<file path="config.mk">
export PLATFORM = sky130hd
export DESIGN_NAME = power_fn_reset_sequencer
export DESIGN_NICKNAME = d
export VERILOG_FILES = /design/src/pwr_seq_pkg.sv /design/src/ms_timebase.sv /design/src/pin_filter.sv /design/src/power_fn_reset_sequencer.sv
export SDC_FILE = /design/constraint.sdc
export NUM_CORES = 1
export LEC_CHECK = 0
export BUFFER_PORTS_ARGS = -buffer_cell sky130_fd_sc_hd__buf_2
export CORE_UTILIZATION = 55
export CTS_CLUSTER_DIAMETER = 100
export DETAILED_ROUTE_END_ITERATION = 16
export GPL_ROUTABILITY_DRIVEN = 1
export PLACE_DENSITY = 0.77
export SYNTH_ARGS = -nofsm -noshare
export SYNTH_HDL_FRONTEND = slang
export SYNTH_SLANG_ARGS = --single-unit
</file>
<file path="constraint.sdc">
create_clock -name i_core_clk -period 8.7 [get_ports i_core_clk]
set_input_delay 0.435 -clock i_core_clk [delete_from_list [all_inputs] [get_ports i_core_clk]]
set_output_delay 0.435 -clock i_core_clk [all_outputs]
set_load 0.005 [all_outputs]
</file>
<file path="src/pwr_seq_pkg.sv">
package pwr_seq_pkg;

   // Millisecond timebase derived from the 10 MHz core clock.
   localparam int CLK_PERIOD_NS = 100;
   localparam int MS_PERIOD_NS = 1000000;
   localparam int CYCLES_PER_MS = MS_PERIOD_NS / CLK_PERIOD_NS;

   // All sequencing times are counted in milliseconds.
   localparam int MS_W = 14;
   localparam int MODE_W = 4;
   localparam int MODE_RESERVED_BIT = 3;
   localparam logic [MS_W-1:0] DEBOUNCE_MS = MS_W'(10);
   localparam logic [MS_W-1:0] RESET_PULSE_MS = MS_W'(10);
   localparam logic [MS_W-1:0] HARD_OFF_MS = MS_W'(50);
   localparam logic [MS_W-1:0] TRIGGER_DELAY_MS = MS_W'(200);
   localparam logic [MS_W-1:0] SHUTDOWN_DELAY_MS = MS_W'(30);
   localparam logic [MS_W-1:0] FIRST_POINT_MS = MS_W'(34);
   localparam int KEY_ON_S = 3;
   localparam int KEY_SOFT_S = 12;
   localparam logic [MS_W-1:0] KEY_ON_MS = MS_W'(KEY_ON_S * 1000);
   localparam logic [MS_W-1:0] KEY_SOFT_MS = MS_W'(KEY_SOFT_S * 1000);
   localparam logic [MS_W-1:0] RESET_DELAY_80_MS = MS_W'(80);
   localparam logic [MS_W-1:0] RESET_DELAY_120_MS = MS_W'(120);
   localparam logic [MS_W-1:0] RESET_DELAY_220_MS = MS_W'(220);
   localparam logic [MS_W-1:0] RESET_DELAY_420_MS = MS_W'(420);

   // Pin function modes.
   localparam logic [MODE_W-1:0] MODE_ON_HIGH = 4'h0;
   localparam logic [MODE_W-1:0] MODE_ON_LOW = 4'h1;
   localparam logic [MODE_W-1:0] MODE_EDGE_RISE = 4'h2;
   localparam logic [MODE_W-1:0] MODE_EDGE_FALL = 4'h3;
   localparam logic [MODE_W-1:0] MODE_CHG_HIGH = 4'h4;
   localparam logic [MODE_W-1:0] MODE_CHG_LOW = 4'h5;
   localparam logic [MODE_W-1:0] MODE_KEY_ONOFF = 4'h6;
   localparam logic [MODE_W-1:0] MODE_KEY_SOFT = 4'h7;

   // Regulator turn-on points.
   localparam logic [1:0] POINT_EARLY = 2'h0;
   localparam logic [1:0] POINT_MID1 = 2'h1;
   localparam logic [1:0] POINT_MID2 = 2'h2;
   localparam logic [1:0] POINT_RELEASE = 2'h3;

   typedef enum logic [2:0] {
      st_off,
      st_seq,
      st_on,
      st_trig_wait,
      st_hard_off,
      st_shut_wait
   } seq_state_t;

   function automatic logic [MS_W-1:0] reset_delay_ms(input logic [1:0] sel);
      case (sel)
         2'h0: reset_delay_ms = RESET_DELAY_80_MS;
         2'h1: reset_delay_ms = RESET_DELAY_120_MS;
         2'h2: reset_delay_ms = RESET_DELAY_220_MS;
         default: reset_delay_ms = RESET_DELAY_420_MS;
      endcase
   endfunction

endpackage

</file>
<file path="src/ms_timebase.sv">
`timescale 1ns/1ps
module ms_timebase #(
   parameter int CYCLES_PER_MS = pwr_seq_pkg::CYCLES_PER_MS
) (
   input wire logic i_core_clk,
   input wire logic i_arst_n,
   output logic o_tick
);
   import pwr_seq_pkg::*;

   typedef struct packed {
      logic [31:0] count;
      logic tick;
   } tb_t;

   tb_t cur;
   tb_t next_cur;

   always_comb begin
      next_cur = cur;
      next_cur.tick = 1'b0;
      if (cur.count >= 32'(CYCLES_PER_MS - 1)) begin
         next_cur.count = '0;
         next_cur.tick = 1'b1;
      end else begin
         next_cur.count = cur.count + 32'd1;
      end
   end

   always_ff @(posedge i_core_clk or negedge i_arst_n) begin
      if (!i_arst_n) begin
         cur <= '0;
      end else begin
         cur <= next_cur;
      end
   end

   assign o_tick = cur.tick;

   tick_spacing_a: assert property (@(posedge i_core_clk) disable iff (!i_arst_n)
      (o_tick && CYCLES_PER_MS > 1) |=> !o_tick)
      else $error("Millisecond tick lasted more than one cycle.");
endmodule

</file>
<file path="src/pin_filter.sv">
`timescale 1ns/1ps
module pin_filter (
   input wire logic i_core_clk,
   input wire logic i_arst_n,
   input wire logic i_ms_tick,
   input wire logic i_pin,
   output logic o_level,
   output logic o_rise,
   output logic o_fall,
   output logic o_ready
);
   import pwr_seq_pkg::*;

   typedef struct packed {
      logic sync1;
      logic sync2;
      logic level;
      logic rise;
      logic fall;
      logic ready;
      logic [MS_W-1:0] count;
   } filt_t;

   filt_t cur;
   filt_t next_cur;

   always_comb begin
      next_cur = cur;
      next_cur.sync1 = i_pin;
      next_cur.sync2 = cur.sync1;
      next_cur.rise = 1'b0;
      next_cur.fall = 1'b0;
      // The first settled sample is taken without an edge, so idle pulled-up pins do not fake an event.
      if (!cur.ready) begin
         if (i_ms_tick) begin
            next_cur.level = cur.sync2;
            next_cur.ready = 1'b1;
         end
      end else if (cur.sync2 == cur.level) begin
         next_cur.count = '0;
      end else if (i_ms_tick) begin
         if (cur.count >= DEBOUNCE_MS - MS_W'(1)) begin
            next_cur.count = '0;
            next_cur.level = cur.sync2;
            next_cur.rise = cur.sync2;
            next_cur.fall = !cur.sync2;
         end else begin
            next_cur.count = cur.count + MS_W'(1);
         end
      end
   end

   always_ff @(posedge i_core_clk or negedge i_arst_n) begin
      if (!i_arst_n) begin
         cur <= '0;
      end else begin
         cur <= next_cur;
      end
   end

   assign o_level = cur.level;
   assign o_rise = cur.rise;
   assign o_fall = cur.fall;
   assign o_ready = cur.ready;

   edge_level_a: assert property (@(posedge i_core_clk) disable iff (!i_arst_n)
      o_rise |-> (o_level && !$past(o_level)))
      else $error("Rising event without a settled high level.");
endmodule

</file>
<file path="src/power_fn_reset_sequencer.sv">
`timescale 1ns/1ps
module power_fn_reset_sequencer #(
   parameter int CYCLES_PER_MS = pwr_seq_pkg::CYCLES_PER_MS,
   parameter int NUM_REG = 5
) (
   input wire logic i_core_clk,
   input wire logic i_arst_n,
   input wire logic [pwr_seq_pkg::MODE_W-1:0] i_pin_function_select,
   input wire logic i_pin_bias_enable,
   input wire logic [1:0] i_reset_delay_sel,
   input wire logic [2*NUM_REG-1:0] i_reg_on_point,
   input wire logic [NUM_REG-1:0] i_reg_default_off,
   input wire logic [NUM_REG-1:0] i_reg_always_on,
   input wire logic [NUM_REG-1:0] i_reg_host_enable,
   input wire logic i_shutdown_request,
   input wire logic i_power_fn_in_a,
   input wire logic i_power_fn_io_b,
   input wire logic i_charger_input,
   input wire logic i_system_rail_uv,
   input wire logic i_system_rail_present,
   input wire logic i_battery_rail_present,
   output logic o_power_fn_io_b,
   output logic o_power_fn_io_b_oe,
   output logic o_pullup_a,
   output logic o_pulldown_a,
   output logic o_pullup_b,
   output logic o_pulldown_b,
   output logic o_system_rail_enable,
   output logic [NUM_REG-1:0] o_reg_enable,
   output logic o_reset_n,
   output logic o_config_reset
);
   import pwr_seq_pkg::*;

   typedef struct packed {
      seq_state_t state;
      logic [MS_W-1:0] ms_count;
      logic [MS_W-1:0] pulse_count;
      logic [MS_W-1:0] key_count;
      logic trig_hard;
      logic charger_s1;
      logic charger_s2;
      logic charger_prev;
      logic uv_s1;
      logic uv_s2;
      logic present_s1;
      logic present_s2;
      logic system_rail_enable;
      logic reset_n;
      logic config_reset;
      logic io_b;
      logic io_b_oe;
      logic pullup_a;
      logic pulldown_a;
      logic pullup_b;
      logic pulldown_b;
      logic [NUM_REG-1:0] reg_enable;
   } ctrl_t;

   ctrl_t cur, next_cur;
   logic ms_tick;
   logic [1:0] pin_level, pin_rise, pin_fall, pin_ready, pin_raw;

   // Turn-on point decode, shared by every regulator lane.
   function automatic logic point_reached(input logic [1:0] point, input logic [MS_W-1:0] ms,
                                          input logic [MS_W-1:0] delay);
      logic [MS_W-1:0] mark;
      mark = FIRST_POINT_MS;
      case (point)
         POINT_EARLY: mark = FIRST_POINT_MS;
         POINT_MID1: mark = FIRST_POINT_MS + (delay >> 2);
         POINT_MID2: mark = FIRST_POINT_MS + (delay >> 1);
         default: mark = FIRST_POINT_MS + delay;
      endcase
      point_reached = ms >= mark;
   endfunction

   ms_timebase #(
      .CYCLES_PER_MS(CYCLES_PER_MS)
   ) u_timebase (
      .i_core_clk(i_core_clk),
      .i_arst_n(i_arst_n),
      .o_tick(ms_tick)
   );

   assign pin_raw = {i_power_fn_io_b, i_power_fn_in_a};

   generate
      for (genvar p = 0; p < 2; p++) begin : g_pin
         pin_filter u_filter (
            .i_core_clk(i_core_clk),
            .i_arst_n(i_arst_n),
            .i_ms_tick(ms_tick),
            .i_pin(pin_raw[p]),
            .o_level(pin_level[p]),
            .o_rise(pin_rise[p]),
            .o_fall(pin_fall[p]),
            .o_ready(pin_ready[p])
         );
      end
   endgenerate

   always_comb begin
      logic [MODE_W-1:0] mode;
      logic on_off_mode, key_mode, delayed_mode, reserved, ready, enable_level, key_pressed, key_on_hit;
      logic key_soft_hit, charger_attach, hard_trig, soft_trig, shutdown_ok, start_pulse, powered, released;
      logic [MS_W-1:0] delay, ms_inc;
      mode = i_pin_function_select;
      on_off_mode = (mode == MODE_ON_HIGH) || (mode == MODE_ON_LOW);
      key_mode = (mode == MODE_KEY_ONOFF) || (mode == MODE_KEY_SOFT);
      delayed_mode = (mode >= MODE_EDGE_RISE) && (mode <= MODE_CHG_LOW);
      reserved = mode[MODE_RESERVED_BIT];
      ready = &pin_ready;
      enable_level = ready && ((mode == MODE_ON_HIGH) ? pin_level[0] : !pin_level[0]);
      key_pressed = ready && key_mode && !pin_level[0];
      delay = reset_delay_ms(i_reset_delay_sel);
      ms_inc = (ms_tick && cur.ms_count != '1) ? cur.ms_count + MS_W'(1) : cur.ms_count;
      next_cur = cur;
      next_cur.charger_s1 = i_charger_input;
      next_cur.charger_s2 = cur.charger_s1;
      next_cur.charger_prev = cur.charger_s2;
      next_cur.uv_s1 = i_system_rail_uv;
      next_cur.uv_s2 = cur.uv_s1;
      next_cur.present_s1 = i_system_rail_present || i_battery_rail_present;
      next_cur.present_s2 = cur.present_s1;
      next_cur.config_reset = 1'b0;
      charger_attach = cur.charger_s2 && !cur.charger_prev;
      // Key hold counter in milliseconds, saturating.
      if (!key_pressed) begin
         next_cur.key_count = '0;
      end else if (ms_tick && cur.key_count != '1) begin
         next_cur.key_count = cur.key_count + MS_W'(1);
      end
      key_on_hit = key_pressed && ms_tick && (cur.key_count == KEY_ON_MS - MS_W'(1));
      key_soft_hit = key_pressed && ms_tick && (cur.key_count == KEY_SOFT_MS - MS_W'(1));
      if (ms_tick && cur.pulse_count != '0) begin
         next_cur.pulse_count = cur.pulse_count - MS_W'(1);
      end
      hard_trig = 1'b0;
      soft_trig = 1'b0;
      case (mode)
         MODE_ON_HIGH, MODE_ON_LOW: begin
            soft_trig = ready && pin_fall[1];
         end
         MODE_EDGE_RISE: begin
            hard_trig = pin_rise[0];
            soft_trig = pin_rise[1];
         end
         MODE_EDGE_FALL: begin
            hard_trig = ready && pin_fall[0];
            soft_trig = ready && pin_fall[1];
         end
         MODE_CHG_HIGH: begin
            hard_trig = ready && charger_attach && pin_level[0];
            soft_trig = ready && charger_attach && pin_level[1];
         end
         MODE_CHG_LOW: begin
            hard_trig = ready && charger_attach && !pin_level[0];
            soft_trig = ready && charger_attach && !pin_level[1];
         end
         MODE_KEY_SOFT: begin
            soft_trig = key_soft_hit;
         end
         default: begin
            hard_trig = 1'b0;
            soft_trig = 1'b0;
         end
      endcase
      shutdown_ok = i_shutdown_request && !on_off_mode && !reserved;
      start_pulse = 1'b0;
      case (cur.state)
         st_off: begin
            next_cur.ms_count = '0;
            next_cur.pulse_count = '0;
            if ((on_off_mode && enable_level) || (!on_off_mode && !reserved && charger_attach)
                || key_on_hit) begin
               next_cur.state = st_seq;
            end
         end
         st_seq: begin
            next_cur.ms_count = ms_inc;
            if (cur.uv_s2) begin
               if (cur.charger_s2) begin
                  next_cur.ms_count = '0;
               end else begin
                  next_cur.state = st_off;
               end
            end else if (on_off_mode && !enable_level) begin
               next_cur.state = st_off;
            end else if (cur.ms_count >= FIRST_POINT_MS + delay) begin
               next_cur.state = st_on;
            end
         end
         st_on: begin
            if (cur.uv_s2) begin
               next_cur.state = st_off;
            end else if (on_off_mode && !enable_level) begin
               next_cur.state = st_off;
            end else if (shutdown_ok) begin
               next_cur.ms_count = '0;
               next_cur.state = (mode == MODE_KEY_SOFT) ? st_shut_wait : st_off;
            end else if (mode == MODE_KEY_ONOFF && key_on_hit) begin
               next_cur.state = st_off;
            end else if (delayed_mode && (hard_trig || soft_trig)) begin
               next_cur.ms_count = '0;
               next_cur.trig_hard = hard_trig;
               next_cur.state = st_trig_wait;
            end else if (soft_trig) begin
               start_pulse = 1'b1;
            end
         end
         st_trig_wait: begin
            next_cur.ms_count = ms_inc;
            if (cur.uv_s2) begin
               next_cur.state = st_off;
            end else if (shutdown_ok) begin
               next_cur.state = st_off;
            end else if (cur.ms_count >= TRIGGER_DELAY_MS) begin
               next_cur.ms_count = '0;
               if (cur.trig_hard) begin
                  next_cur.state = st_hard_off;
               end else begin
                  next_cur.state = st_on;
                  start_pulse = 1'b1;
               end
            end
         end
         st_hard_off: begin
            next_cur.ms_count = ms_inc;
            if (cur.ms_count >= HARD_OFF_MS) begin
               next_cur.ms_count = '0;
               next_cur.state = st_seq;
            end
         end
         st_shut_wait: begin
            next_cur.ms_count = ms_inc;
            if (cur.ms_count >= SHUTDOWN_DELAY_MS) begin
               next_cur.state = st_off;
            end
         end
         default: begin
            next_cur.state = st_off;
         end
      endcase
      if (start_pulse) begin
         next_cur.pulse_count = RESET_PULSE_MS;
         next_cur.config_reset = 1'b1;
      end
      powered = (next_cur.state == st_seq) || (next_cur.state == st_on) || (next_cur.state == st_trig_wait)
                || (next_cur.state == st_shut_wait);
      released = powered && (next_cur.state != st_seq);
      next_cur.system_rail_enable = powered;
      next_cur.reset_n = released && (next_cur.pulse_count == '0);
      for (int r = 0; r < NUM_REG; r++) begin
         next_cur.reg_enable[r] = (i_reg_always_on[r] && cur.present_s2)
            || (powered && !i_reg_default_off[r]
                && (released || point_reached(i_reg_on_point[2*r +: 2], next_cur.ms_count, delay)))
            || (released && i_reg_host_enable[r]);
      end
      // Bias network per mode; key-out drives actively so it gets no bias.
      next_cur.pullup_a = 1'b0;
      next_cur.pulldown_a = 1'b0;
      next_cur.pullup_b = 1'b0;
      next_cur.pulldown_b = 1'b0;
      if (i_pin_bias_enable && !reserved) begin
         case (mode)
            MODE_ON_HIGH: begin
               next_cur.pulldown_a = 1'b1;
               next_cur.pullup_b = 1'b1;
            end
            MODE_EDGE_RISE, MODE_CHG_HIGH: begin
               next_cur.pulldown_a = 1'b1;
               next_cur.pulldown_b = 1'b1;
            end
            MODE_KEY_ONOFF, MODE_KEY_SOFT: begin
               next_cur.pullup_a = 1'b1;
            end
            default: begin
               next_cur.pullup_a = 1'b1;
               next_cur.pullup_b = 1'b1;
            end
         endcase
      end
      next_cur.io_b_oe = key_mode;
      next_cur.io_b = key_mode && pin_level[0];
   end

   always_ff @(posedge i_core_clk or negedge i_arst_n) begin
      if (!i_arst_n) begin
         cur <= '0;
      end else begin
         cur <= next_cur;
      end
   end

   assign o_power_fn_io_b = cur.io_b;
   assign o_power_fn_io_b_oe = cur.io_b_oe;
   assign o_pullup_a = cur.pullup_a;
   assign o_pulldown_a = cur.pulldown_a;
   assign o_pullup_b = cur.pullup_b;
   assign o_pulldown_b = cur.pulldown_b;
   assign o_system_rail_enable = cur.system_rail_enable;
   assign o_reg_enable = cur.reg_enable;
   assign o_reset_n = cur.reset_n;
   assign o_config_reset = cur.config_reset;

   soft_reset_low_a: assert property (@(posedge i_core_clk) disable iff (!i_arst_n)
      o_config_reset |-> !o_reset_n ##1 !o_reset_n)
      else $error("Soft reset did not hold reset low.");
   shutdown_ignored_a: assert property (@(posedge i_core_clk) disable iff (!i_arst_n)
      (cur.state == st_on && i_shutdown_request && i_pin_function_select <= MODE_ON_LOW && !cur.uv_s2
       && ((i_pin_function_select == MODE_ON_HIGH) == pin_level[0]) && (&pin_ready))
      |=> cur.state == st_on)
      else $error("Shutdown request acted in an on/off mode.");
   trig_delay_a: assert property (@(posedge i_core_clk) disable iff (!i_arst_n)
      (cur.state == st_trig_wait && cur.ms_count < TRIGGER_DELAY_MS)
      |=> (cur.state == st_trig_wait || cur.state == st_off))
      else $error("Triggered reset acted before its delay.");
   hard_off_a: assert property (@(posedge i_core_clk) disable iff (!i_arst_n)
      (cur.state == st_hard_off && cur.ms_count < HARD_OFF_MS) |=> !o_system_rail_enable)
      else $error("Power came back during hard reset off time.");
   reserved_quiet_a: assert property (@(posedge i_core_clk) disable iff (!i_arst_n)
      (i_pin_function_select[MODE_RESERVED_BIT] && cur.state == st_on) |=> cur.state != st_trig_wait)
      else $error("Reserved mode triggered a reset.");
   uv_off_a: assert property (@(posedge i_core_clk) disable iff (!i_arst_n)
      (cur.state == st_seq && cur.uv_s2 && !cur.charger_s2) |=> (cur.state == st_off && !o_system_rail_enable))
      else $error("Undervoltage without charger did not power off.");
   uv_restart_a: assert property (@(posedge i_core_clk) disable iff (!i_arst_n)
      (cur.state == st_seq && cur.uv_s2 && cur.charger_s2) |=> (cur.state == st_seq && cur.ms_count == '0))
      else $error("Undervoltage with charger did not restart the sequence.");
   seq_reset_a: assert property (@(posedge i_core_clk) disable iff (!i_arst_n)
      (cur.state == st_seq) |-> (!o_reset_n && o_system_rail_enable))
      else $error("Reset released during sequencing.");
endmodule

</file>
# Word level (Yosys, flattened, before mapping)
# Cells that the tools add are included.
word_totals:
  regBits: 140
  inputBits: 41
op_classes:
  n_addsub: 9
  n_lt_le_gt_ge: 14
  n_eq_ne: 40
  n_mux: 81
  bitwise_logic: 4
  n_reduce_logical: 111
ops:
  columns: ["cell", "count"]
  rows:
  - ["two-way mux 14 bit", 19]
  - ["case mux 10 bit (3 select lines)", 5]
  - [">= comparator 14 bit", 6]
  - ["case mux 14 bit (6 select lines)", 1]
  - ["two-way mux 17 bit", 4]
  - ["two-way mux 3 bit", 19]
  - ["adder 14 x 1 -> 14 bit (second input constant)", 4]
  - ["logical AND 1 bit", 50]
  - ["adder 32 x 1 -> 32 bit (second input constant)", 1]
  - [">= comparator 32 x 14 -> 1 bit (second input constant)", 1]
  - ["two-way mux 32 bit", 1]
  - [">= comparator 14 x 4 -> 1 bit (second input constant)", 2]
  - ["inequality test 14 bit (second input constant)", 2]
  - ["case mux 9 bit (3 select lines)", 1]
  - ["logical OR 1 bit", 24]
  - ["two-way mux 1 bit", 24]
  - ["case mux 3 bit (6 select lines)", 1]
  - ["== test 4 x 3 -> 1 bit (second input constant)", 4]
  - ["== test 14 x 12 -> 1 bit (second input constant)", 1]
  - ["== test 14 bit (second input constant)", 1]
  - [">= comparator 14 x 5 -> 1 bit (second input constant)", 1]
  - [">= comparator 14 x 6 -> 1 bit (second input constant)", 1]
  - [">= comparator 14 x 8 -> 1 bit (second input constant)", 1]
  - ["logical NOT 14 bit", 1]
  - ["other kinds (35)", 84]

# Longest topological paths before layout
# Gate-level depths: netlist of run 1.
depth:
  depth_word: 24
  ltp_mapped: 18

# Cells and area by module
# Synthesis of run 1 repeated with hierarchy kept, for this count alone.
hier_totals:
  hier_cells: 998
  area_unflattened_um2: 9275.1
modules_own_cells:
  columns: ["module", "n_inst", "cells_per_inst", "area_per_inst_um2"]
  rows:
  - ["power_fn_reset_sequencer", 1, 727, 6152.2]
  - ["pin_filter", 2, 87, 940.9]
  - ["ms_timebase", 1, 97, 1241.2]

# Worst setup path after synthesis of run 1
# No wires, ideal clock.
synth_path:
  path_kind: "reg2reg"
  from: "reg cur[52] (netlist name)"
  to: "reg cur, in the netlist o_reg_enable[1]"
  setup_time_ps: 126
  t_arrival_ps: 3676
  required_ps: 8574
  path_slack_ps: 4899
  stages_incl_launch_ff: 18
  cell_sequence: "dfrtp_1 > clkbuf_1 > o311ai_0 > a31oi_1 > nor3_2 > nor2_1 > clkbuf_1 > o21ai_0 > a21oi_1 > ha_1 > nand2b_1 > a21o_1 > a21o_1 > a21oi_1 > o21ai_0 > a221oi_1 > a211oi_1 > a221o_1"
synth_lines:
  columns: ["item", "line_no", "rtl"]
  rows:
  - ["start, declared", "power_fn_reset_sequencer.sv:60", "ctrl_t cur, next_cur;"]
  - ["start signal, assigned", "power_fn_reset_sequencer.sv:292", "cur <= next_cur;"]

==> out/results.ini, run 1 <==
[status]
outcome = finished, final reports clean

[timing]
fmax_mhz = 225
finalSetupTns_ps = 0
finClkSkew_ps = 7.15
max-slew-margin-rel = 0.226
setup_ws_ps = 4260
timing.final.crit_share = 0.511
final_period_minus_worst_setup_slack_ps = 4440
worst_slew_pin_slew_ps = 1150
finalSetupViolations = 0
hold_violations = 0
timing_max_transition_violations_final = 0
grt_setup_unrepaired = false

[synthesis]
synth-warning-count = 0
synth.avg_cell_area_sq_um = 9.24
post_synth_num_cell_types = 69
synth.mux.area_fraction = 0.0228
syn_inst = 964
synth_top_flop_cell = dfrtp_1
synth_compound_area_frac = 0.178
synth-seq-cells = 140
synth_edf_count = 0
post_synth_and_or_nand_nor_area_fraction = 0.215
synthAdderAreaFrac = 0.108
synth-seq-area-share = 0.393
async_flop_share = 1.00
syn_area_sq_mm = 0.00890
yosys.area_share.xor_xnor = 0.0433
dominant_combinational_cell_family_by_area_after_synthesis = simple AND/OR/NAND/NOR gates

[route]
drc_marker_count_from_the_first_detailed_route_iteration = 484
wl_microns = 19700
detail_route.vias_per_cell = 5.91
avgRoutedWirePerCell_microns = 15.9
drt_drc_violations_left = 0
drt_pre_antenna_iters = 5
number_of_vias_after_detailed_routing = 7337
detail-route-antenna-nets = 0

[power_and_ir_drop]
power_report.internal_total_mw = 1.40
p_total_mw = 2.16
p_sw_mw = 0.768
power.density_cell_area_mw_per_mm2 = 218
comb_power_share = 0.311
ir_drop_uv = 136
power_leakage_nw = 4.71
swShare = 0.355
p_seq_frac = 0.362
clock_power_share = 0.327

[global_route]
grt_pass1_vias = 6833
maximum_number_of_pins_on_one_net_before_global_route_repair = 84
grt_pass1_wl_microns = 33100
grt_antenna_before_repair = 1
grt_use_total = 0.253
global_route.overflow_total = 0

[worst_setup_path]
critical_path_class = flip-flop to flip-flop
critical_path.max_fanout = 13
r2r_setup_slack_ps = 4260
worst-endpoint-required_ps = 9020
reg2reg_depth = 18
crit-reg2reg-capture = o_reg_enable[4]$_DFF_PN0_
cp-start-kind = flip-flop
critical_path.reg2reg.startpoint = g_pin[0].u_filter.o_level$_DFFE_PN0P_
crit_path_end_kind = flip-flop
crit_arrival_ps = 4760

[placement]
dpl.hpwl_microns = 14300
placement.cell_area_sq_mm = 0.00934
dp_cells = 1208
finalWeightedCongestion = 0.892
dp_slack_ps = 4170
io_port_bufs = 54

[cells_and_area]
finish.net_count = 1130
layout_commonest_cell = dfrtp_1
layout.cells.most_common_list = 140 x dfrtp_1, 116 x nor2_1, 77 x ha_1, 55 x nand2_1, 53 x buf_2
final_area_sq_mm = 0.00992
fillerInstances = 1306
drive_gt1_frac = 0.117
finalNonFillerCells = 1241
num_antenna_cells = 0
multiInputGateArea_sq_mm = 0.00511
area_growth_pct = 11.5
area.sequential_sq_mm = 0.00350

[clocking]
cts.htree.levels = 4
cts-buffers-inserted = 17
cts.sink_count = 140
post-cts-setup-buffer-count = 0
clockRootBuffer = clkbuf_16
clk-insertion-delay-late_ps = 430
clock_tree.buffer_depth = 2
clkTransAtPathRegs_ps = 60
tritoncts = yes

[run]
timing.max_cap.violations = 0

[floorplanning]
start_util = 0.563
chipWidth_microns = 129
placementRows = 46
top_ports = 55
core-area_sq_mm = 0.0158
dieArea_sq_mm = 0.0167
die_h_microns = 129

[worst_hold_path]
timing.hold.worst.start = i_power_fn_in_a
hp-class = primary input to flip-flop
timing.hold.worst_endpoint = g_pin[0].u_filter.cur[19]$_DFF_PN0_
hold_depth = 1

logic make-up after synthesis:
kind of cell	after synthesis
and+or+nand+nor	365
AOI/OAI and AO/OA	232
DFF	140
buffers and inverters	85
adders and majority gates	77
xor gates and xnor gates	44
muxes	20
other	1
critical path: stages (launching register included):
cell and delay, ps:
dfrtp_1 480, nand3b_1 280, nor2_1 190, a31oi_1 150
a31oi_1 230, nor3_1 70, o31ai_1 270, buf_4 230
o21ai_0 160, a21oi_1 470, ha_1 320, nand2b_1 140
a21o_1 170, a21o_1 170, a21oi_1 130, o21ai_0 130
a221oi_1 340, a211oi_1 120, a221o_1 270
cell usage after synthesis (10+ instances only):
cell        n  share of area
nand2b_1   21          0.015
inv_1      38          0.016
o21ai_0    52          0.029
mux2i_1    18          0.020
nand3_1    31          0.017
ha_1       77           0.11
a31oi_1    16          0.011
and2_1     13         0.0091
xnor2_1    25          0.025
nand4_1    15          0.011
a211oi_1   14          0.012
xor2_1     19          0.019
a21oi_1    37          0.021
a22oi_1    15          0.013
nor4_1     14         0.0098
nor3_1     22          0.012
dfrtp_1   140           0.39
clkbuf_1   33          0.014
or3_1      11         0.0077
o211ai_1   14          0.012
a21o_1     24          0.020
or2_2      10         0.0070
nor2_1    116          0.049
nand2_1    55          0.023
and3_1     16          0.011
worst max path at each step:
stage	start	cells after the start	end	slack (ps)
global route	g_pin[0].u_filter.o_ready$_DFF_PN0_	18	o_reg_enable[4]$_DFF_PN0_	3780
CTS	cur[60]$_DFF_PN0_	16	o_reg_enable[3]$_DFF_PN0_	4280
finish	g_pin[0].u_filter.o_level$_DFFE_PN0P_	18	o_reg_enable[4]$_DFF_PN0_	4260
global placement	i_pin_function_select[3]	19	o_reg_enable[2]$_DFF_PN0_	4270
floorplan	cur[52]$_DFF_PN0_	17	o_reg_enable[1]$_DFF_PN0_	4900
detailed placement	i_pin_function_select[3]	19	o_reg_enable[4]$_DFF_PN0_	4170
timing repair:
item | 4_1_cts | 5_1_grt
hold endpoints to repair | 57 | 0
gates resized for setup | 0 | 0
hold buffers | 1 | 0
power by group through the flow:
stage          Sequential (mW)  Combinational (mW)  Clock (mW)
3_3_place_gp             0.792               0.649           0
4_1_cts                  0.782               0.675       0.723
5_1_grt                  0.794               0.762       0.754
6_report                 0.784               0.673       0.707
2_1_floorplan            0.770               0.536           0
3_5_place_dp             0.793               0.667           0
metrics by stage:
| stage | utilization | hold slack, ps |
|---|---|---|
| 6_report | 0.627 | 107 |
| 3_5_place_dp | 0.590 | 336 |
| 3_3_place_gp | 0.590 | 334 |
| 2_1_floorplan | - | 139 |
| 4_1_cts | 0.627 | 93.8 |
| 5_1_grt | 0.627 | 105 |
layout make-up:
class | instances | area share
multi-input cells | 756 | 0.515
repair buffers | 59 | 0.0319
well taps | 216 | 0.0272
clock inverters | 15 | 0.0154
clock buffers | 17 | 0.0429
flip-flops and latches | 140 | 0.353
inverters | 38 | 0.0144
metal layers:
metal,vias up,wire length [microns],share of wire,GRT usage
met1,3528,8790,0.45,0.325
li1,3597,-,-,-
met5,-,13,0.00066,0
met3,43,879,0.045,0.0450
met2,167,9470,0.48,0.420
met4,2,559,0.028,0.110
flip-flops by register name, indices dropped and copies added (netlist names):
register,flops
o_pullup_b,1
o_system_rail_enable,1
g_pin.u_filter.o_rise,2
cur,53
u_timebase.o_tick,1
u_timebase.cur,32
o_reg_enable,5
o_config_reset,1
o_pulldown_b,1
g_pin.u_filter.o_fall,2
o_pulldown_a,1
o_power_fn_io_b_oe,1
o_pullup_a,1
g_pin.u_filter.o_level,2
o_power_fn_io_b,1
g_pin.u_filter.cur,32
o_reset_n,1
g_pin.u_filter.o_ready,2
Note: power is estimated with default switching activity, not from simulation.
==> run 2, diff against run 1 <==
ABC_AREA = 1   (was unset)
PLACE_DENSITY = 0.8   (was 0.77)
clock period = 3.8 ns   (was 8.7 ns; I/O delays follow)
==> run 2 against run 1 <==
Combinational power up 110%. Sequential share of layout area fell by 2.8 points. Routed wire length is 15% higher. Register-to-register slack worse by 3900 ps. Synthesized cell count rose by 32%. Flip-flop and latch count did not move. Clock-buffer cell count grew 1. Core utilization grew 1.8 points. Worst hold slack got worse by 90 ps. Global-route usage up 1.0 points. Cell count increased by 29%. Critical path depth increased by 10. Critical path type unchanged. Critical endpoint is now o_reg_enable[2]$_DFF_PN0_. Largest power group unchanged.
==> out/results.ini, run 2 <==
[worst_setup_path]
critical_path_class = flip-flop to flip-flop
worst_path_most_repeated_cell = nand2_1
crit-reg2reg-capture = o_reg_enable[2]$_DFF_PN0_
crit_path_end_kind = flip-flop
reg2reg_depth = 28  ; +10
max_stage_delay_ps = 450  ; -30 ps
critPathTopFamily = simple AND/OR/NAND/NOR gates
worst-endpoint-required_ps = 4120  ; -4900 ps
r2r_setup_slack_ps = 340  ; -3920 ps
cp.buffers_inverters = 3  ; +2
crit_arrival_ps = 3780  ; -980 ps
cp-start-kind = flip-flop
critical_path.max_fanout = 10  ; -3
cp_max_stage_cell = dfrtp_1
critical_path.reg2reg.startpoint = cur[57]$_DFF_PN0_
cp_num_cells = 28  ; +10

[global_route]
global_route.overflow_total = 0  ; unchanged
grt_antenna_before_repair = 0  ; -1
grt_use_total = 0.263  ; +0.00997
maximum_number_of_pins_on_one_net_before_global_route_repair = 95  ; +13%
grt_most_used_layer = met2
grtUsageMet3 = 0.0426  ; -0.00239
gr-usage-met2 = 0.443  ; +0.0227
grt_util_met1 = 0.340  ; +0.0149
grt_pass1_wl_microns = 37400  ; +13%
grt_pass1_vias = 8082  ; +18%

[synthesis]
syn_inst = 1270  ; +32%
synthTopCellsByArea = dfrtp_1 37%, ha_1 10%, nand2_1 8.9%, inv_1 8.4%, nor2_1 7.5%
synth_top_flop_cell = dfrtp_1
post_synth_most_frequent_cells = 224 x nand2_1, 212 x inv_1, 190 x nor2_1
synth.avg_cell_area_sq_um = 7.47  ; -19%
synth-seq-area-share = 0.369  ; -0.0242
post_synth_num_cell_types = 53  ; -23%
synthDominantAreaCellType = dfrtp_1
synth-seq-cells = 140  ; unchanged
syn_area_sq_mm = 0.00949  ; +6.5%
synth_edf_count = 0  ; unchanged
post-synth-top-count-cell = nand2_1
yosys.area.top_type_share = 0.369  ; -0.0242
async_flop_share = 1.00  ; unchanged
synth-warning-count = 0  ; unchanged

[clocking]
clock_tree.buffer_depth = 2  ; unchanged
clk-insertion-delay-late_ps = 430  ; about the same
clkTransAtPathRegs_ps = 70  ; about the same
cts.htree.levels = 4  ; unchanged
cts.sink_count = 140  ; unchanged
cts-buffers-inserted = 17  ; unchanged
clockRootBuffer = clkbuf_16
tritoncts = yes

[floorplanning]
dieArea_sq_mm = 0.0178  ; +6.4%
chipWidth_microns = 133  ; +3.2%
start_util = 0.568  ; +0.00550
placementRows = 47  ; +2.2%
die_h_microns = 133  ; +3.2%
top_ports = 55  ; unchanged
core-area_sq_mm = 0.0167  ; +5.5%

[power_and_ir_drop]
power_leakage_nw = 5.64  ; +20%
p_total_mw = 4.77  ; +120%
ir_drop_uv = 446  ; +230%
power.density_cell_area_mw_per_mm2 = 443  ; +100%

[run]
timing.max_cap.violations = 0  ; unchanged

[timing]
timing.final.crit_share = 0.910  ; +0.399
timing_max_transition_violations_final = 0  ; unchanged
final_period_minus_worst_setup_slack_ps = 3460  ; -985 ps
finalSetupViolations = 0  ; unchanged
hold_violations = 0  ; unchanged
max-slew-margin-rel = 0.460  ; +0.233
finalSetupTns_ps = 0  ; unchanged
fmax_mhz = 289  ; +28%
finClkSkew_ps = 12.5  ; +5.34 ps
worst_slew_pin_slew_ps = 810  ; -335 ps
grt_setup_unrepaired = false

[route]
drc_marker_count_from_the_first_detailed_route_iteration = 695  ; +44%
detail_route.vias_per_cell = 5.46  ; -7.7%
drt_drc_violations_left = 0  ; unchanged
avgRoutedWirePerCell_microns = 14.2  ; -11%
drt_pre_antenna_iters = 5  ; unchanged
detail-route-antenna-nets = 0  ; unchanged
wl_microns = 22600  ; +15%
number_of_vias_after_detailed_routing = 8713  ; +19%

[cells_and_area]
biggestRegsByFlops = cur (53), g_pin.u_filter.cur (32), u_timebase.cur (32)
layout_commonest_cell = nand2_1
num_antenna_cells = 0  ; unchanged
largest-register = cur
largest_register_ff_count = 53  ; unchanged
drive_gt1_frac = 0.118  ; +0.00139
area_growth_pct = 13.6
finish.net_count = 1481  ; +31%
layout.cells.most_common_list = 223 x nand2_1, 211 x inv_1, 190 x nor2_1, 140 x dfrtp_1, 77 x ha_1

[placement]
io_port_bufs = 54  ; unchanged
dpl.hpwl_microns = 16700  ; +17%
finalWeightedCongestion = 1.03  ; +15%

[worst_hold_path]
timing.hold.worst_endpoint = o_pulldown_b$_DFF_PN0_
hold_depth = 2  ; +1
hp-class = primary input to flip-flop
timing.hold.worst.start = i_pin_function_select[0]

[status]
outcome = finished, final reports clean

[run 2: cell count changes in the layout (fill, tap and decap cells not counted), sizes merged, moves of 18 or more]
cell    delta
nand2    +188
nor2      +87
nand2b    -21
inv      +182
xnor2     -20
a21o      -18
nand3     +36
a21oi     +26
[run 2: final cells by class]
cell class                 instances  area (sq um)
tap                              220           275
sequential                       140          3500
timing repair buffer              78           474
clock inverter                    14           150
multi-input combinational        905          5110
inverter                         221           830
fill                            1445          5930
clock buffer                      18           429
[run 2: report_power, final]
part / internal (mW) / total, mW / switching (mW)
sequential: 1.60 / 1.70 / 0.100
clock: 0.927 / 1.63 / 0.699
combinational: 0.513 / 1.44 / 0.930
[run 2: how the worst max path moves through the flow]
stage | start | end | slack [ps]
4_1_cts | cur[51]$_DFF_PN0_ | o_reg_enable[1]$_DFF_PN0_ | 220
3_5_place_dp | cur[51]$_DFF_PN0_ | o_reg_enable[1]$_DFF_PN0_ | 240
3_3_place_gp | g_pin[1].u_filter.o_ready$_DFF_PN0_ | o_reg_enable[2]$_DFF_PN0_ | 340
5_1_grt | cur[57]$_DFF_PN0_ | o_reg_enable[3]$_DFF_PN0_ | 20
6_report | cur[57]$_DFF_PN0_ | o_reg_enable[2]$_DFF_PN0_ | 340
2_1_floorplan | g_pin[1].u_filter.o_ready$_DFF_PN0_ | o_reg_enable[2]$_DFF_PN0_ | 380
[run 2: cells by family (layout without fill, tap and decap cells)]
family | Yosys count | after routing | synth area share
flops | 140 | 140 | 0.369
buf+inv | 242 | 331 | 0.100
simple gates | 587 | 587 | 0.276
compound gates | 202 | 202 | 0.133
xor+xnor | 20 | 20 | 0.0185
other cells | 1 | 18 | 0.000395
mux | 1 | 1 | 0.00106
fa+ha+maj | 77 | 77 | 0.102
[run 2: timing repair]
action	CTS	global route
setup buffers	0	0
hold buffers	7	0
resized for setup	0	6
endpoints found under the hold margin	97	0
setup endpoints to repair	0	5
[run 2: layer usage]
| metal | up-vias | routed length [microns] |
|---|---|---|
| li1 | 4323 | - |
| met1 | 4007 | 9840 |
| met2 | 325 | 11000 |
| met3 | 58 | 1270 |
| met4 | 0 | 571 |
| met5 | - | 0 |
[run 2: metrics by stage]
| stage | utilization | instance area, sq um | worst slack [ps] | cells | hold slack (ps) |
|---|---|---|---|---|---|
| 2_1_floorplan | - | 9550 | 383 | 1287 | -106 |
| 3_3_place_gp | 0.605 | 10100 | 341 | 1557 | 298 |
| 3_5_place_dp | 0.605 | 10100 | 238 | 1557 | 304 |
| 4_1_cts | 0.644 | 10800 | 224 | 1596 | 1.68 |
| 5_1_grt | 0.645 | 10800 | 21.0 | 1596 | 8.87 |
| 6_report | 0.645 | 10800 | 343 | 1596 | 17.1 |
==> run 3, diff against run 2 <==
CELL_PAD_IN_SITES_DETAIL_PLACEMENT = 1   (was unset)
CELL_PAD_IN_SITES_GLOBAL_PLACEMENT = 1   (was unset)
CORE_UTILIZATION = 42   (was 55)
PLACE_DENSITY = 0.82   (was 0.8)
==> run 3 against run 2 <==
The flow now finishes with violations (design-rule violations). Power up 1.6%. Combinational power up 6%. Setup slack better by 20 ps. Global-route usage decreased by 2.4 points. Worst hold slack better by 48 ps. First-iteration DRC count shrank 36%. Clock skew down 1.2 ps. Fmax increased by 0.58%. Clock power about the same. Non-clock buffer count up 7. Routed wire length grew 18%. Clock-buffer cell count up 1. Critical path type unchanged. Highest routed layer unchanged.
==> out/results.ini, run 3 (synthesis results as in run 2) <==
[route]
drt_drc_violations_left = 1  ; +1
avgRoutedWirePerCell_microns = 16.1  ; +13%
detail-route-antenna-nets = 0  ; unchanged
detail_route.vias_per_cell = 5.33  ; -2.4%
drt_pre_antenna_iters = 11  ; +6
wl_microns = 26700  ; +18%
drc_marker_count_from_the_first_detailed_route_iteration = 444  ; -36%
number_of_vias_after_detailed_routing = 8863  ; +1.7%

[floorplanning]
dieArea_sq_mm = 0.0232  ; +30%
die_h_microns = 152  ; +14%
chipWidth_microns = 152  ; +14%
start_util = 0.432  ; -0.136
top_ports = 55  ; unchanged
placementRows = 54  ; +15%
core-area_sq_mm = 0.0220  ; +31%

[power_and_ir_drop]
power_leakage_nw = 5.67  ; +0.56%
p_sw_mw = 1.79  ; +3.5%
ir_drop_uv = 397  ; -11%
swShare = 0.370  ; +0.00697
power.density_cell_area_mw_per_mm2 = 444  ; +0.37%
p_total_mw = 4.84  ; +1.6%
comb_power_share = 0.315  ; +0.013
power_report.internal_total_mw = 3.05  ; +0.44%
p_seq_frac = 0.352  ; -0.005
clock_power_share = 0.334  ; -0.007

[timing]
timing_max_transition_violations_final = 0  ; unchanged
hold_violations = 0  ; unchanged
finalSetupTns_ps = 0  ; unchanged
finalSetupViolations = 0  ; unchanged
grt_setup_unrepaired = false
finClkSkew_ps = 11.3  ; -1.20 ps
fmax_mhz = 291  ; +0.58%
worst_slew_pin_slew_ps = 889  ; +78.7 ps
final_period_minus_worst_setup_slack_ps = 3440  ; -20.0 ps
timing.final.crit_share = 0.904  ; -0.00528
max-slew-margin-rel = 0.407  ; -0.0524

[clocking]
clkTransAtPathRegs_ps = 60  ; about the same
clockRootBuffer = clkbuf_16
clock_tree.buffer_depth = 2  ; unchanged
clk-insertion-delay-late_ps = 420  ; about the same
cts-buffers-inserted = 17  ; unchanged
cts.htree.levels = 4  ; unchanged
tritoncts = yes
cts.sink_count = 140  ; unchanged

[worst_hold_path]
timing.hold.worst.start = i_reg_always_on[3]
hp-class = primary input to flip-flop
hold_depth = 5  ; +3
timing.hold.worst_endpoint = o_reg_enable[3]$_DFF_PN0_

[cells_and_area]
biggestRegsByFlops = cur (53), g_pin.u_filter.cur (32), u_timebase.cur (32)
largest-register = cur
num_antenna_cells = 0  ; unchanged
largest_register_ff_count = 53  ; unchanged
finish.net_count = 1488  ; +0.47%
layout_commonest_cell = nand2_1
drive_gt1_frac = 0.122  ; +0.00374
final_area_sq_mm = 0.0109  ; +1.2%
area_growth_pct = 14.9
layout.cells.most_common_list = 222 x nand2_1, 212 x inv_1, 189 x nor2_1, 140 x dfrtp_1, 77 x ha_1

[status]
outcome = finished with violations
failed_checks = design-rule violations

[global_route]
grt_antenna_before_repair = 0  ; unchanged
grt_util_met1 = 0.306  ; -0.0340
gr-usage-met2 = 0.413  ; -0.0293
maximum_number_of_pins_on_one_net_before_global_route_repair = 94  ; -1.1%
global_route.overflow_total = 0  ; unchanged
grt_pass1_wl_microns = 45000  ; +20%
grtUsageMet3 = 0.0398  ; -0.00280
grt_most_used_layer = met2
grt_use_total = 0.239  ; -0.0235
grt_pass1_vias = 9302  ; +15%

[worst_setup_path]
critical_path.max_fanout = 10  ; unchanged
cp-start-kind = flip-flop
crit_path_end_kind = flip-flop
crit-reg2reg-capture = o_reg_enable[1]$_DFF_PN0_
crit_arrival_ps = 3750  ; -30 ps
max_stage_delay_ps = 460  ; about the same
worst-endpoint-required_ps = 4110  ; about the same
reg2reg_depth = 23  ; -18%
critical_path_class = flip-flop to flip-flop
r2r_setup_slack_ps = 360  ; +20 ps
cp_max_stage_cell = dfrtp_1
worst_path_most_repeated_cell = nand2_1
critical_path.reg2reg.startpoint = cur[51]$_DFF_PN0_
cp_cell_sequence = ha_1 -> nand3_1 -> nor2_1 -> nand3b_1 -> nand2_2 -> inv_2 -> nand3_1 -> o21ai_0 -> o211ai_1 -> buf_4 -> ha_1 -> nand2_1 -> nor2_1 -> o21ai_0 -> o211ai_1 -> a31oi_1 -> o21bai_1 -> nand4_1 -> nand2_1 -> nor2_1 -> nand2_1 -> nand2_1 -> nand2_1

[placement]
io_port_bufs = 54  ; unchanged
dpl.hpwl_microns = 20200  ; +21%
finalWeightedCongestion = 0.899  ; -13%
placement.cell_area_sq_mm = 0.0102  ; +0.89%

[run]
timing.max_cap.violations = 0  ; unchanged

==> run 3: metal layers <==
metal / vias up / routed length [microns] / part of all wire
met5: - / 0 / 0
met4: 0 / 546 / 0.020
met3: 46 / 1070 / 0.040
met2: 167 / 13100 / 0.49
met1: 4326 / 12000 / 0.45
li1: 4324 / - / -
==> run 3: power groups by stage <==
stage	registers (mW)	logic, mW	clock network [mW]
detailed placement	1.73	1.50	0
CTS	1.71	1.52	1.65
global route	1.72	1.73	1.71
finish	1.71	1.52	1.62
global placement	1.73	1.44	0
floorplan	1.69	1.10	0
==> run 3: stage by stage <==
step	std cells	util	hold WS [ps]	worst slack [ps]
after global placement	1619	0.464	298	374
after CTS	1659	0.494	58.7	173
after global routing	1663	0.496	80.3	19.1
after detailed placement	1619	0.464	301	245
final	1663	0.496	65.3	363
after floorplan	1287	-	-106	383
==> run 3: worst max-delay path by stage <==
stage / start / end / slack (ps)
2_1_floorplan: g_pin[1].u_filter.o_ready$_DFF_PN0_ / o_reg_enable[2]$_DFF_PN0_ / 380
3_3_place_gp: cur[51]$_DFF_PN0_ / o_reg_enable[2]$_DFF_PN0_ / 370
3_5_place_dp: g_pin[1].u_filter.o_ready$_DFF_PN0_ / o_reg_enable[3]$_DFF_PN0_ / 250
4_1_cts: i_pin_function_select[0] / o_reg_enable[3]$_DFF_PN0_ / 170
5_1_grt: cur[62]$_DFF_PN0_ / o_reg_enable[2]$_DFF_PN0_ / 20
6_report: cur[51]$_DFF_PN0_ / o_reg_enable[1]$_DFF_PN0_ / 360
==> run 3: worst max-delay path, delay by kind of cell (launching register included) <==
| family | cells | cell delay [ps] |
|---|---|---|
| AOI/OAI and AO/OA | 6 | 820 |
| and+or+nand+nor | 13 | 1160 |
| buffers and inverters | 2 | 360 |
| adders and majority gates | 2 | 540 |
| DFF | 1 | 460 |
==> run 3: final cells by class <==
type | instances | area (sq um)
clock inverters | 13 | 131
fillers | 2803 | 11100
repair buffers | 85 | 529
clock buffers | 19 | 433
flip-flops and latches | 140 | 3500
well taps | 280 | 350
inverters | 221 | 832
multi-input cells | 905 | 5120
==> run 3: timing repair <==
action,CTS,global route
hold endpoints to repair,97,0
hold buffers,8,0
setup buffers,0,4
endpoints found under the setup margin,0,5
resized for setup,0,10
